File: src/dltm_pkg.sv
package dltm_pkg;
  // register map
  localparam logic [7:0] REG_LED_MON = 8'h06;
  localparam logic [7:0] REG_DROOP = 8'h07;
  localparam logic [7:0] REG_VALLEY = 8'h08;
  // led monitor register fields
  localparam int LED_TS_EN_BIT = 7;
  localparam int LED_HOT_BIT = 6;
  localparam int LED_WARN_BIT = 5;
  // droop control register fields
  localparam int DRP_EN_BIT = 7;
  localparam int DRP_THR_LSB = 4;
  localparam int DRP_SPARE_BIT = 3;
  localparam int DRP_REV_LSB = 0;
  // valley limit register field
  localparam int VAL_SEL_BIT = 0;
  // reset values
  localparam logic DRP_EN_RST = 1'h0;
  localparam logic [2:0] DRP_THR_RST = 3'h4;
  localparam logic DRP_SPARE_RST = 1'h0;
  localparam logic TS_EN_RST = 1'h0;
  localparam logic VAL_SEL_RST = 1'h0;
  // fixed silicon revision, value arbitrary
  localparam logic [2:0] SILICON_REV = 3'h1;
  // droop threshold code meaning: 50 mV plus 25 mV per code step
  localparam int DROOP_BASE_MV = 50;
  localparam int DROOP_STEP_MV = 25;
  // valley limit select meaning: 0 gives 1250 mA, 1 gives 1750 mA
  localparam int VALLEY_LOW_MA = 1250;
  localparam int VALLEY_HIGH_MA = 1750;
  // i2c framing
  localparam logic [3:0] I2C_ACK_SLOT = 4'h8;
  localparam logic [3:0] I2C_LAST_BIT = 4'h7;
  // synchroniser idle levels, bit 0 scl, bit 1 sda, bit 2 warn, bit 3 hot
  localparam logic [3:0] SYNC_IDLE = 4'h3;

  // host-written control bits
  typedef struct packed {
    logic droop_en;
    logic [2:0] droop_thr;
    logic spare;
    logic ts_en;
    logic valley_sel;
  } dltm_ctrl_t;

  // hardware-set temperature flags
  typedef struct packed {
    logic warn;
    logic hot;
  } dltm_flags_t;
endpackage : dltm_pkg

File: src/dltm_regs.sv
`timescale 1ns/1ps
// Summary of operation
// RULE1: droop control bit 7 switches battery droop monitoring on or off.
// RULE2: droop bits 6..4 pick threshold, 50mV plus 25mV per code step.
// RULE3: host selects valley current limit 1250mA or 1750mA over serial link.
// RULE4: thermistor bias source is on exactly while temperature monitoring is enabled.
// RULE5: warning flag set whenever comparator reports input below warning threshold; code sets it only while led monitor bit 7 is one.
// RULE6: host read of led monitor register clears the warning flag.
// RULE7: below hot threshold sets overtemp flag and forces shutdown at once; code does so only while led monitor bit 7 is one.
// RULE8: overtemp flag and shutdown stay latched until host clears; reads never release.
// RULE9: writing zero clears overtemp flag; writing one leaves it unchanged.
// RULE10: warning trips below 1.05V, overtemp below 0.345V, via external comparators.
// RULE11: led monitor bit 7 enables temperature monitoring, reset value zero.
// RULE12: revision bits 2..0 read a fixed value and ignore writes.
// RULE13: droop spare bit 3 stores host data, resets to zero, no effect.
module dltm_regs #(
  parameter logic [6:0] P_I2C_ADDR = 7'h33
) (
  // clock and reset
  input wire logic i_ref_clk,
  input wire logic i_arst_n,
  // i2c link, sda open drain
  input wire logic i_scl,
  input wire logic i_sda,
  output logic o_sda_out,
  output logic o_sda_oe,
  // thermistor comparators, high while below threshold
  input wire logic i_ts_below_warn,
  input wire logic i_ts_below_hot,
  // analog controls
  output logic o_droop_monitor_enable,
  output logic [2:0] o_droop_threshold_sel,
  output logic o_valley_limit_select,
  output logic o_ts_bias_enable,
  output logic o_shutdown
);

  typedef enum logic [2:0] {ST_IDLE, ST_ADDR, ST_PTR, ST_WDATA, ST_RDATA} dltm_state_t;

  // input synchronisers: raw, second, third stage plus filtered value
  logic [3:0] raw_in;
  logic [2:0] sync_q [4];
  logic [2:0] sync_d [4];
  logic [3:0] filt_q;
  logic [3:0] filt_d;
  logic scl_f;
  logic sda_f;
  logic warn_f;
  logic hot_f;

  assign raw_in = {i_ts_below_hot, i_ts_below_warn, i_sda, i_scl};
  assign scl_f = filt_q[0];
  assign sda_f = filt_q[1];
  assign warn_f = filt_q[2]; // RULE10
  assign hot_f = filt_q[3]; // RULE10

  // three flops per pin; a change counts only once stages two and three agree
  for (genvar g = 0; g < 4; g++) begin : g_sync
    always_comb begin
      sync_d[g] = {sync_q[g][1:0], raw_in[g]};
      filt_d[g] = (sync_q[g][1] == sync_q[g][2]) ? sync_q[g][1] : filt_q[g];
    end
    always_ff @(posedge i_ref_clk or negedge i_arst_n) begin
      if (!i_arst_n) begin
        // start at the pin's idle level so release gives no false edge
        sync_q[g] <= {3{dltm_pkg::SYNC_IDLE[g]}};
        filt_q[g] <= dltm_pkg::SYNC_IDLE[g];
      end else begin
        sync_q[g] <= sync_d[g];
        filt_q[g] <= filt_d[g];
      end
    end
  end

  // bus events from the filtered levels
  logic scl_rise;
  logic scl_fall;
  logic i2c_start;
  logic i2c_stop;
  assign scl_rise = ~scl_f & filt_d[0];
  assign scl_fall = scl_f & ~filt_d[0];
  assign i2c_start = scl_f & filt_d[0] & sda_f & ~filt_d[1];
  assign i2c_stop = scl_f & filt_d[0] & ~sda_f & filt_d[1];

  // protocol and register state
  dltm_state_t state_q, state_d;
  logic [3:0] bit_cnt_q, bit_cnt_d;
  logic [7:0] shift_q, shift_d;
  logic [7:0] ptr_q, ptr_d;
  logic [7:0] tx_q, tx_d;
  logic oe_q, oe_d;
  dltm_pkg::dltm_ctrl_t ctrl_q, ctrl_d;
  dltm_pkg::dltm_flags_t flags_q, flags_d;
  logic wr_stb;
  logic ld_stb;
  logic rd_clear;
  logic hot_clear;

  // read view of the map; unmapped offsets and unused bits read zero
  function automatic logic [7:0] rd_byte(input logic [7:0] ptr,
                                         input dltm_pkg::dltm_ctrl_t c,
                                         input dltm_pkg::dltm_flags_t f);
    logic [7:0] v;
    v = 8'h00;
    unique case (ptr)
      dltm_pkg::REG_LED_MON: begin
        v[dltm_pkg::LED_TS_EN_BIT] = c.ts_en;
        v[dltm_pkg::LED_HOT_BIT] = f.hot;
        v[dltm_pkg::LED_WARN_BIT] = f.warn;
      end
      dltm_pkg::REG_DROOP: begin
        v[dltm_pkg::DRP_EN_BIT] = c.droop_en;
        v[dltm_pkg::DRP_THR_LSB +: 3] = c.droop_thr;
        v[dltm_pkg::DRP_SPARE_BIT] = c.spare;
        v[dltm_pkg::DRP_REV_LSB +: 3] = dltm_pkg::SILICON_REV; // RULE12
      end
      dltm_pkg::REG_VALLEY: v[dltm_pkg::VAL_SEL_BIT] = c.valley_sel;
      default: v = 8'h00;
    endcase
    return v;
  endfunction : rd_byte

  // byte framing: data bits sampled on scl rise, sda changed after scl fall
  always_comb begin
    state_d = state_q;
    bit_cnt_d = bit_cnt_q;
    shift_d = shift_q;
    ptr_d = ptr_q;
    tx_d = tx_q;
    oe_d = oe_q;
    wr_stb = 1'b0;
    ld_stb = 1'b0;
    if (i2c_start) begin
      state_d = ST_ADDR;
      bit_cnt_d = dltm_pkg::I2C_ACK_SLOT; // scl fall after start wraps this to bit 0
      oe_d = 1'b0;
    end else if (i2c_stop) begin
      state_d = ST_IDLE;
      oe_d = 1'b0;
    end else if (state_q != ST_IDLE) begin
      if (scl_rise) begin
        if (bit_cnt_q != dltm_pkg::I2C_ACK_SLOT) begin
          shift_d = {shift_q[6:0], sda_f};
        end else if (state_q == ST_RDATA) begin
          if (sda_f) begin
            state_d = ST_IDLE; // master nack ends the read
          end else begin
            ld_stb = 1'b1; // our address ack or a master ack: fetch the next byte
          end
        end
      end
      if (scl_fall) begin
        bit_cnt_d = (bit_cnt_q == dltm_pkg::I2C_ACK_SLOT) ? 4'h0 : bit_cnt_q + 4'h1;
        if (bit_cnt_q == dltm_pkg::I2C_LAST_BIT) begin
          oe_d = 1'b1;
          unique case (state_q)
            ST_ADDR: begin
              if (shift_q[7:1] != P_I2C_ADDR) begin
                state_d = ST_IDLE;
                oe_d = 1'b0;
              end else if (shift_q[0]) begin
                state_d = ST_RDATA; // byte is fetched at the ack rise, once
              end else begin
                state_d = ST_PTR;
              end
            end
            ST_PTR: begin
              ptr_d = shift_q;
              state_d = ST_WDATA;
            end
            ST_WDATA: wr_stb = 1'b1;
            default: oe_d = 1'b0; // read: release for master ack
          endcase
        end else if (state_q == ST_RDATA) begin
          oe_d = ~tx_q[7]; // open drain: drive only zeros
          tx_d = {tx_q[6:0], 1'b0};
        end else begin
          oe_d = 1'b0;
        end
      end
    end
    if (ld_stb) begin
      tx_d = rd_byte(ptr_q, ctrl_q, flags_q);
    end
    if (ld_stb || wr_stb) begin
      ptr_d = ptr_q + 8'h01; // auto increment for burst access
    end
  end

  // register writes and hardware flags; a set always beats a clear
  always_comb begin
    ctrl_d = ctrl_q;
    hot_clear = 1'b0;
    rd_clear = ld_stb && (ptr_q == dltm_pkg::REG_LED_MON); // RULE6
    if (wr_stb) begin
      unique case (ptr_q)
        dltm_pkg::REG_LED_MON: begin
          ctrl_d.ts_en = shift_q[dltm_pkg::LED_TS_EN_BIT]; // RULE11
          hot_clear = ~shift_q[dltm_pkg::LED_HOT_BIT]; // RULE9
        end
        dltm_pkg::REG_DROOP: begin
          ctrl_d.droop_en = shift_q[dltm_pkg::DRP_EN_BIT]; // RULE1
          ctrl_d.droop_thr = shift_q[dltm_pkg::DRP_THR_LSB +: 3]; // RULE2
          ctrl_d.spare = shift_q[dltm_pkg::DRP_SPARE_BIT]; // RULE13
        end
        dltm_pkg::REG_VALLEY: ctrl_d.valley_sel = shift_q[dltm_pkg::VAL_SEL_BIT]; // RULE3
        default: ctrl_d = ctrl_q;
      endcase
    end
    flags_d.warn = (flags_q.warn & ~rd_clear) | (ctrl_q.ts_en & warn_f); // RULE5
    // only an explicit zero write releases the latch, reads do not
    flags_d.hot = (flags_q.hot & ~hot_clear) | (ctrl_q.ts_en & hot_f); // RULE7 RULE8
  end

  always_ff @(posedge i_ref_clk or negedge i_arst_n) begin
    if (!i_arst_n) begin
      state_q <= ST_IDLE;
      bit_cnt_q <= 4'h0;
      shift_q <= 8'h00;
      ptr_q <= 8'h00;
      tx_q <= 8'h00;
      oe_q <= 1'b0;
      ctrl_q <= '{droop_en: dltm_pkg::DRP_EN_RST, droop_thr: dltm_pkg::DRP_THR_RST,
                  spare: dltm_pkg::DRP_SPARE_RST, ts_en: dltm_pkg::TS_EN_RST,
                  valley_sel: dltm_pkg::VAL_SEL_RST};
      flags_q <= '{warn: 1'b0, hot: 1'b0};
    end else begin
      state_q <= state_d;
      bit_cnt_q <= bit_cnt_d;
      shift_q <= shift_d;
      ptr_q <= ptr_d;
      tx_q <= tx_d;
      oe_q <= oe_d;
      ctrl_q <= ctrl_d;
      flags_q <= flags_d;
    end
  end

  // outputs straight from flops, except o_sda_out which is tied to zero
  assign o_sda_out = 1'b0;
  assign o_sda_oe = oe_q;
  assign o_droop_monitor_enable = ctrl_q.droop_en;
  assign o_droop_threshold_sel = ctrl_q.droop_thr;
  assign o_valley_limit_select = ctrl_q.valley_sel;
  assign o_ts_bias_enable = ctrl_q.ts_en; // RULE4
  assign o_shutdown = flags_q.hot; // RULE7
endmodule : dltm_regs

File: config.mk
export PLATFORM = sky130hd
export DESIGN_NAME = dltm_regs
export DESIGN_NICKNAME = d
export VERILOG_FILES = /design/src/dltm_pkg.sv /design/src/dltm_regs.sv
export SDC_FILE = /design/constraint.sdc
export NUM_CORES = 1
export LEC_CHECK = 0
export BUFFER_PORTS_ARGS = -buffer_cell sky130_fd_sc_hd__buf_2
export CELL_PAD_IN_SITES_DETAIL_PLACEMENT = 0
export CELL_PAD_IN_SITES_GLOBAL_PLACEMENT = 1
export CORE_MARGIN = 8
export CORE_UTILIZATION = 49
export CTS_CLUSTER_DIAMETER = 150
export DETAILED_ROUTE_END_ITERATION = 8
export PLACE_DENSITY = 0.8
export SLEW_MARGIN = 20
export SYNTH_ARGS = -nofsm -noshare
export SYNTH_HDL_FRONTEND = slang
export SYNTH_SLANG_ARGS = --single-unit
File: constraint.sdc
create_clock -name i_ref_clk -period 2.67 [get_ports i_ref_clk]
set_input_delay 0.1335 -clock i_ref_clk [delete_from_list [all_inputs] [get_ports i_ref_clk]]
set_output_delay 0.1335 -clock i_ref_clk [all_outputs]
set_load 0.05 [all_outputs]
==> results.json <==
{
  "run_status": "completed",
  "power.density_cell_area_nw_per_um2": 625.6,
  "synth_cells": 252,
  "grt_residual_overflow": 0,
  "total_die_area_sq_um": 8689,
  "worst_r2r_endpoint": "tx_q[3]",
  "final.period_utilization_pct": 80.13,
  "detailedPlace.worstSlack_ns": 0.5910,
  "cp_cell_sequence": "inv_1 > ha_1 > nand3b_1 > nor3_1 > o21a_1 > mux2_2",
  "cts_buffers": 9,
  "clkPwrFrac_pct": 44.4,
  "port-buffer-count": 13,
  "setup_tns_ns": 0,
  "critical_path.top_delay_family": "simple AND/OR/NAND/NOR gates",
  "wirelength_mm": 5.920,
  "grt_setup_unrepaired": "false",
  "drt_pre_antenna_iters": 4,
  "synth_fa_ha_area_share_pct": 3.169,
  "die_w_microns": 93.22,
  "insertedDiodeCount": 0,
  "max-cap-violations": 0,
  "power.leakage_nw": 1.462,
  "synth.yosys.seq_area_share_pct": 49.21,
  "antenna_found_initial": 0,
  "timing.rr.start": "bit_cnt_q[0]",
  "finalNetCount": 280,
  "worst_slew_pin_tran_ns": 0.6780,
  "num_vias": 2032,
  "floorplan.rows": 28,
  "max_slew_margin_pct": 54.55,
  "ys_top_cells_by_count": "48 x sky130_fd_sc_hd__dfrtp_1, 14 x sky130_fd_sc_hd__mux2_2, 13 x sky130_fd_sc_hd__nand2_1, 11 x sky130_fd_sc_hd__nor2_1, 10 x sky130_fd_sc_hd__inv_1",
  "ir_drop_v": 0.0003318,
  "r2r_slack_ns": 0.53,
  "final_antenna_net_count": 0,
  "power.sequential.fraction_pct": 47.0,
  "cp_slowest_stage_delay_ns": 0.42,
  "postSynth.topFlopCell": "sky130_fd_sc_hd__dfrtp_1",
  "synth_area_leader_cell": "sky130_fd_sc_hd__dfrtp_1",
  "switchingPower_mw": 0.4861,
  "worstSkewPairLatency_ns": 0.33,
  "core_area_sq_um": 5851,
  "clock.fmax_mhz": 467.4,
  "critical_path.n_buffers_inverters": 1,
  "start_kind": "flip-flop",
  "synth_seq_cells": 57,
  "die_height_microns": 93.22,
  "cp_slowest_cell": "sky130_fd_sc_hd__dfrtp_1",
  "grt_first_pass_wirelength_mm": 9.798,
  "initial_utilization_pct": 49.94,
  "hold_viol": 0,
  "startpoint": "bit_cnt_q[0]",
  "cts_root_buffer": "sky130_fd_sc_hd__clkbuf_8",
  "clock_sinks": 57,
  "post_cts_setup_buffers": 0,
  "syn-mean-instance-area_sq_um": 11.59,
  "clock_skew_ns": 0.01107,
  "netSwitchingFraction_pct": 23.73,
  "first_global_vias": 1917,
  "p_total_mw": 2.049,
  "timing.hold.worst.class": "in -> async",
  "route.detailed.drc": 0,
  "post_synth_xor_area_fraction_pct": 0,
  "placed_cells_incl_taps": 328,
  "synth_warnings": 0,
  "layout-drive-gt1-share_pct": 25.91,
  "clk_pin_slew_worst_paths_ns": 0.07,
  "part_of_the_total_power_dissipated_in_combinational_logic_pct": 8.6,
  "synth.area.mux_share_pct": 10.92,
  "stdcell_count": 349,
  "synth_simple_gate_area_share_pct": 19.23,
  "setup-violations-final": 0,
  "tritoncts": "done",
  "arrival_ns": 2.35,
  "synth_top_family_by_area": "simple AND/OR/NAND/NOR gates",
  "type_of_destination_of_the_critical_path": "flip-flop",
  "path_max_fanout": 8,
  "synth_area_leaders": "sky130_fd_sc_hd__dfrtp_1 41%, sky130_fd_sc_hd__dfstp_2 8.1%, sky130_fd_sc_hd__mux2_2 5.4%",
  "io-pin-count": 15,
  "synth_compound_area_share_pct": 12.33,
  "avgRoutedWirePerCell_microns": 16.96,
  "min_period_ns": 2.139,
  "detailedPlacementHpwl_mm": 4.326,
  "gp_congestion": 0.8417,
  "synth_top_cell_area_share_pct": 41.11,
  "finalCoreUtilization_pct": 55.97,
  "slew_violations": 0,
  "vias_per_cell": 5.822,
  "cp.required_ns": 2.88,
  "post_synth_num_cell_types": 63,
  "postSynthNetCount": 263,
  "cts_buffer_depth": 2,
  "p_int_mw": 1.562,
  "most_common_cell_in_the_netlist": "sky130_fd_sc_hd__dfrtp_1",
  "setup.worst_path.class": "reg -> reg",
  "edff_count_synth": 0,
  "mappedNetlistArea_sq_um": 2922,
  "aggregate_global_route_resource_usage_pct": 14.47,
  "setup_slack_ns": 0.5307,
  "grt_max_degree": 25,
  "detail_route.iter0.violations": 178,
  "post_synthesis_async_set_or_reset_flop_share_pct": 100.0,
  "reg2reg_depth": 6,
  "area_growth_pct": 12.08,
  "cts.htree.levels": 3
}
-- logic make-up after synthesis --
| logic type | after synthesis |
|---|---|
| DFF | 57 |
| other | 1 |
| AOI/OAI and AO/OA | 48 |
| muxes | 28 |
| and+or+nand+nor | 85 |
| buffers and inverters | 25 |
| adders and majority gates | 8 |
-- layout make-up --
cell class / count / area [sq um]
fill: 488 / 2576
sequential: 57 / 1438
multi-input combinational: 170 / 1338
clock buffer: 12 / 155.1
timing repair buffer: 21 / 137.6
tap: 75 / 93.84
clock inverter: 4 / 75.07
inverter: 10 / 37.54
-- layer usage --
metal  track usage [%]  wire length (microns)
met1             20.49                   2906
met2             20.06                   2583
met3             4.087                    334
met4             6.174                     95
met5                 0                      0
-- sequential cells by signal, summed over array words and instances (netlist names), 3 cells and up --
register and count:
sync_d 8, ptr_q 8, sync_q 4, state_q 3, tx_q 8, o_droop_threshold_sel 3
shift_q 8, bit_cnt_q 4
-- power groups by stage --
stage	clock network (mW)	logic, mW	registers (mW)
5_1_grt	0.969	0.195	0.968
3_5_place_dp	0	0.171	0.977
6_report	0.910	0.176	0.963
4_1_cts	0.931	0.177	0.962
2_1_floorplan	0	0.137	0.961
3_3_place_gp	0	0.170	0.975
-- worst reg2reg max path: stages (launching register included) --
cell and delay (ns):
sky130_fd_sc_hd__dfrtp_1 0.42, sky130_fd_sc_hd__inv_1 0.07, sky130_fd_sc_hd__ha_1 0.22, sky130_fd_sc_hd__nand3b_1 0.14
sky130_fd_sc_hd__nor3_1 0.37, sky130_fd_sc_hd__o21a_1 0.42, sky130_fd_sc_hd__mux2_2 0.38
-- cells in the final DEF (no fill, tap or decap), types with 4 or more instances in the layout --
| cell | netlist | layout |
|---|---|---|
| sky130_fd_sc_hd__a21oi_1 | 7 | 7 |
| sky130_fd_sc_hd__nor3_2 | 4 | 4 |
| sky130_fd_sc_hd__ha_1 | 5 | 5 |
| sky130_fd_sc_hd__nor2_1 | 11 | 11 |
| sky130_fd_sc_hd__mux2_1 | 9 | 9 |
| sky130_fd_sc_hd__dlygate4sd3_1 | 0 | 5 |
| sky130_fd_sc_hd__clkbuf_8 | 0 | 11 |
| sky130_fd_sc_hd__mux2_2 | 14 | 14 |
| sky130_fd_sc_hd__and3_1 | 6 | 6 |
| sky130_fd_sc_hd__nand3_1 | 9 | 9 |
| sky130_fd_sc_hd__a22o_1 | 4 | 4 |
| sky130_fd_sc_hd__nor3_1 | 6 | 6 |
| sky130_fd_sc_hd__nand2_1 | 13 | 13 |
| sky130_fd_sc_hd__dfrtp_1 | 48 | 48 |
| sky130_fd_sc_hd__inv_1 | 10 | 10 |
| sky130_fd_sc_hd__buf_2 | 3 | 13 |
| sky130_fd_sc_hd__dfstp_2 | 9 | 9 |
-- stage by stage --
step | instance area [sq um] | hold WS, ns
global placement | 2994 | 0.09638
floorplan | 2922 | -0.1621
CTS | 3274 | 0.2772
finish | 3274 | 0.2643
global route | 3274 | 0.3192
detailed placement | 2994 | 0.09743
-- worst max-delay path by stage --
| stage | to | depth (start not counted) |
|---|---|---|
| 2_1_floorplan | tx_q[6] | 7 |
| 3_3_place_gp | tx_q[6] | 6 |
| 3_5_place_dp | tx_q[3] | 4 |
| 4_1_cts | tx_q[3] | 4 |
| 5_1_grt | tx_q[3] | 6 |
| 6_report | tx_q[3] | 6 |
-- repair_timing --
action	CTS	global route
endpoints found under the hold margin	19	0
hold buffers	5	0
gates resized for setup	0	0
Power figures use the tool's default switching activity.
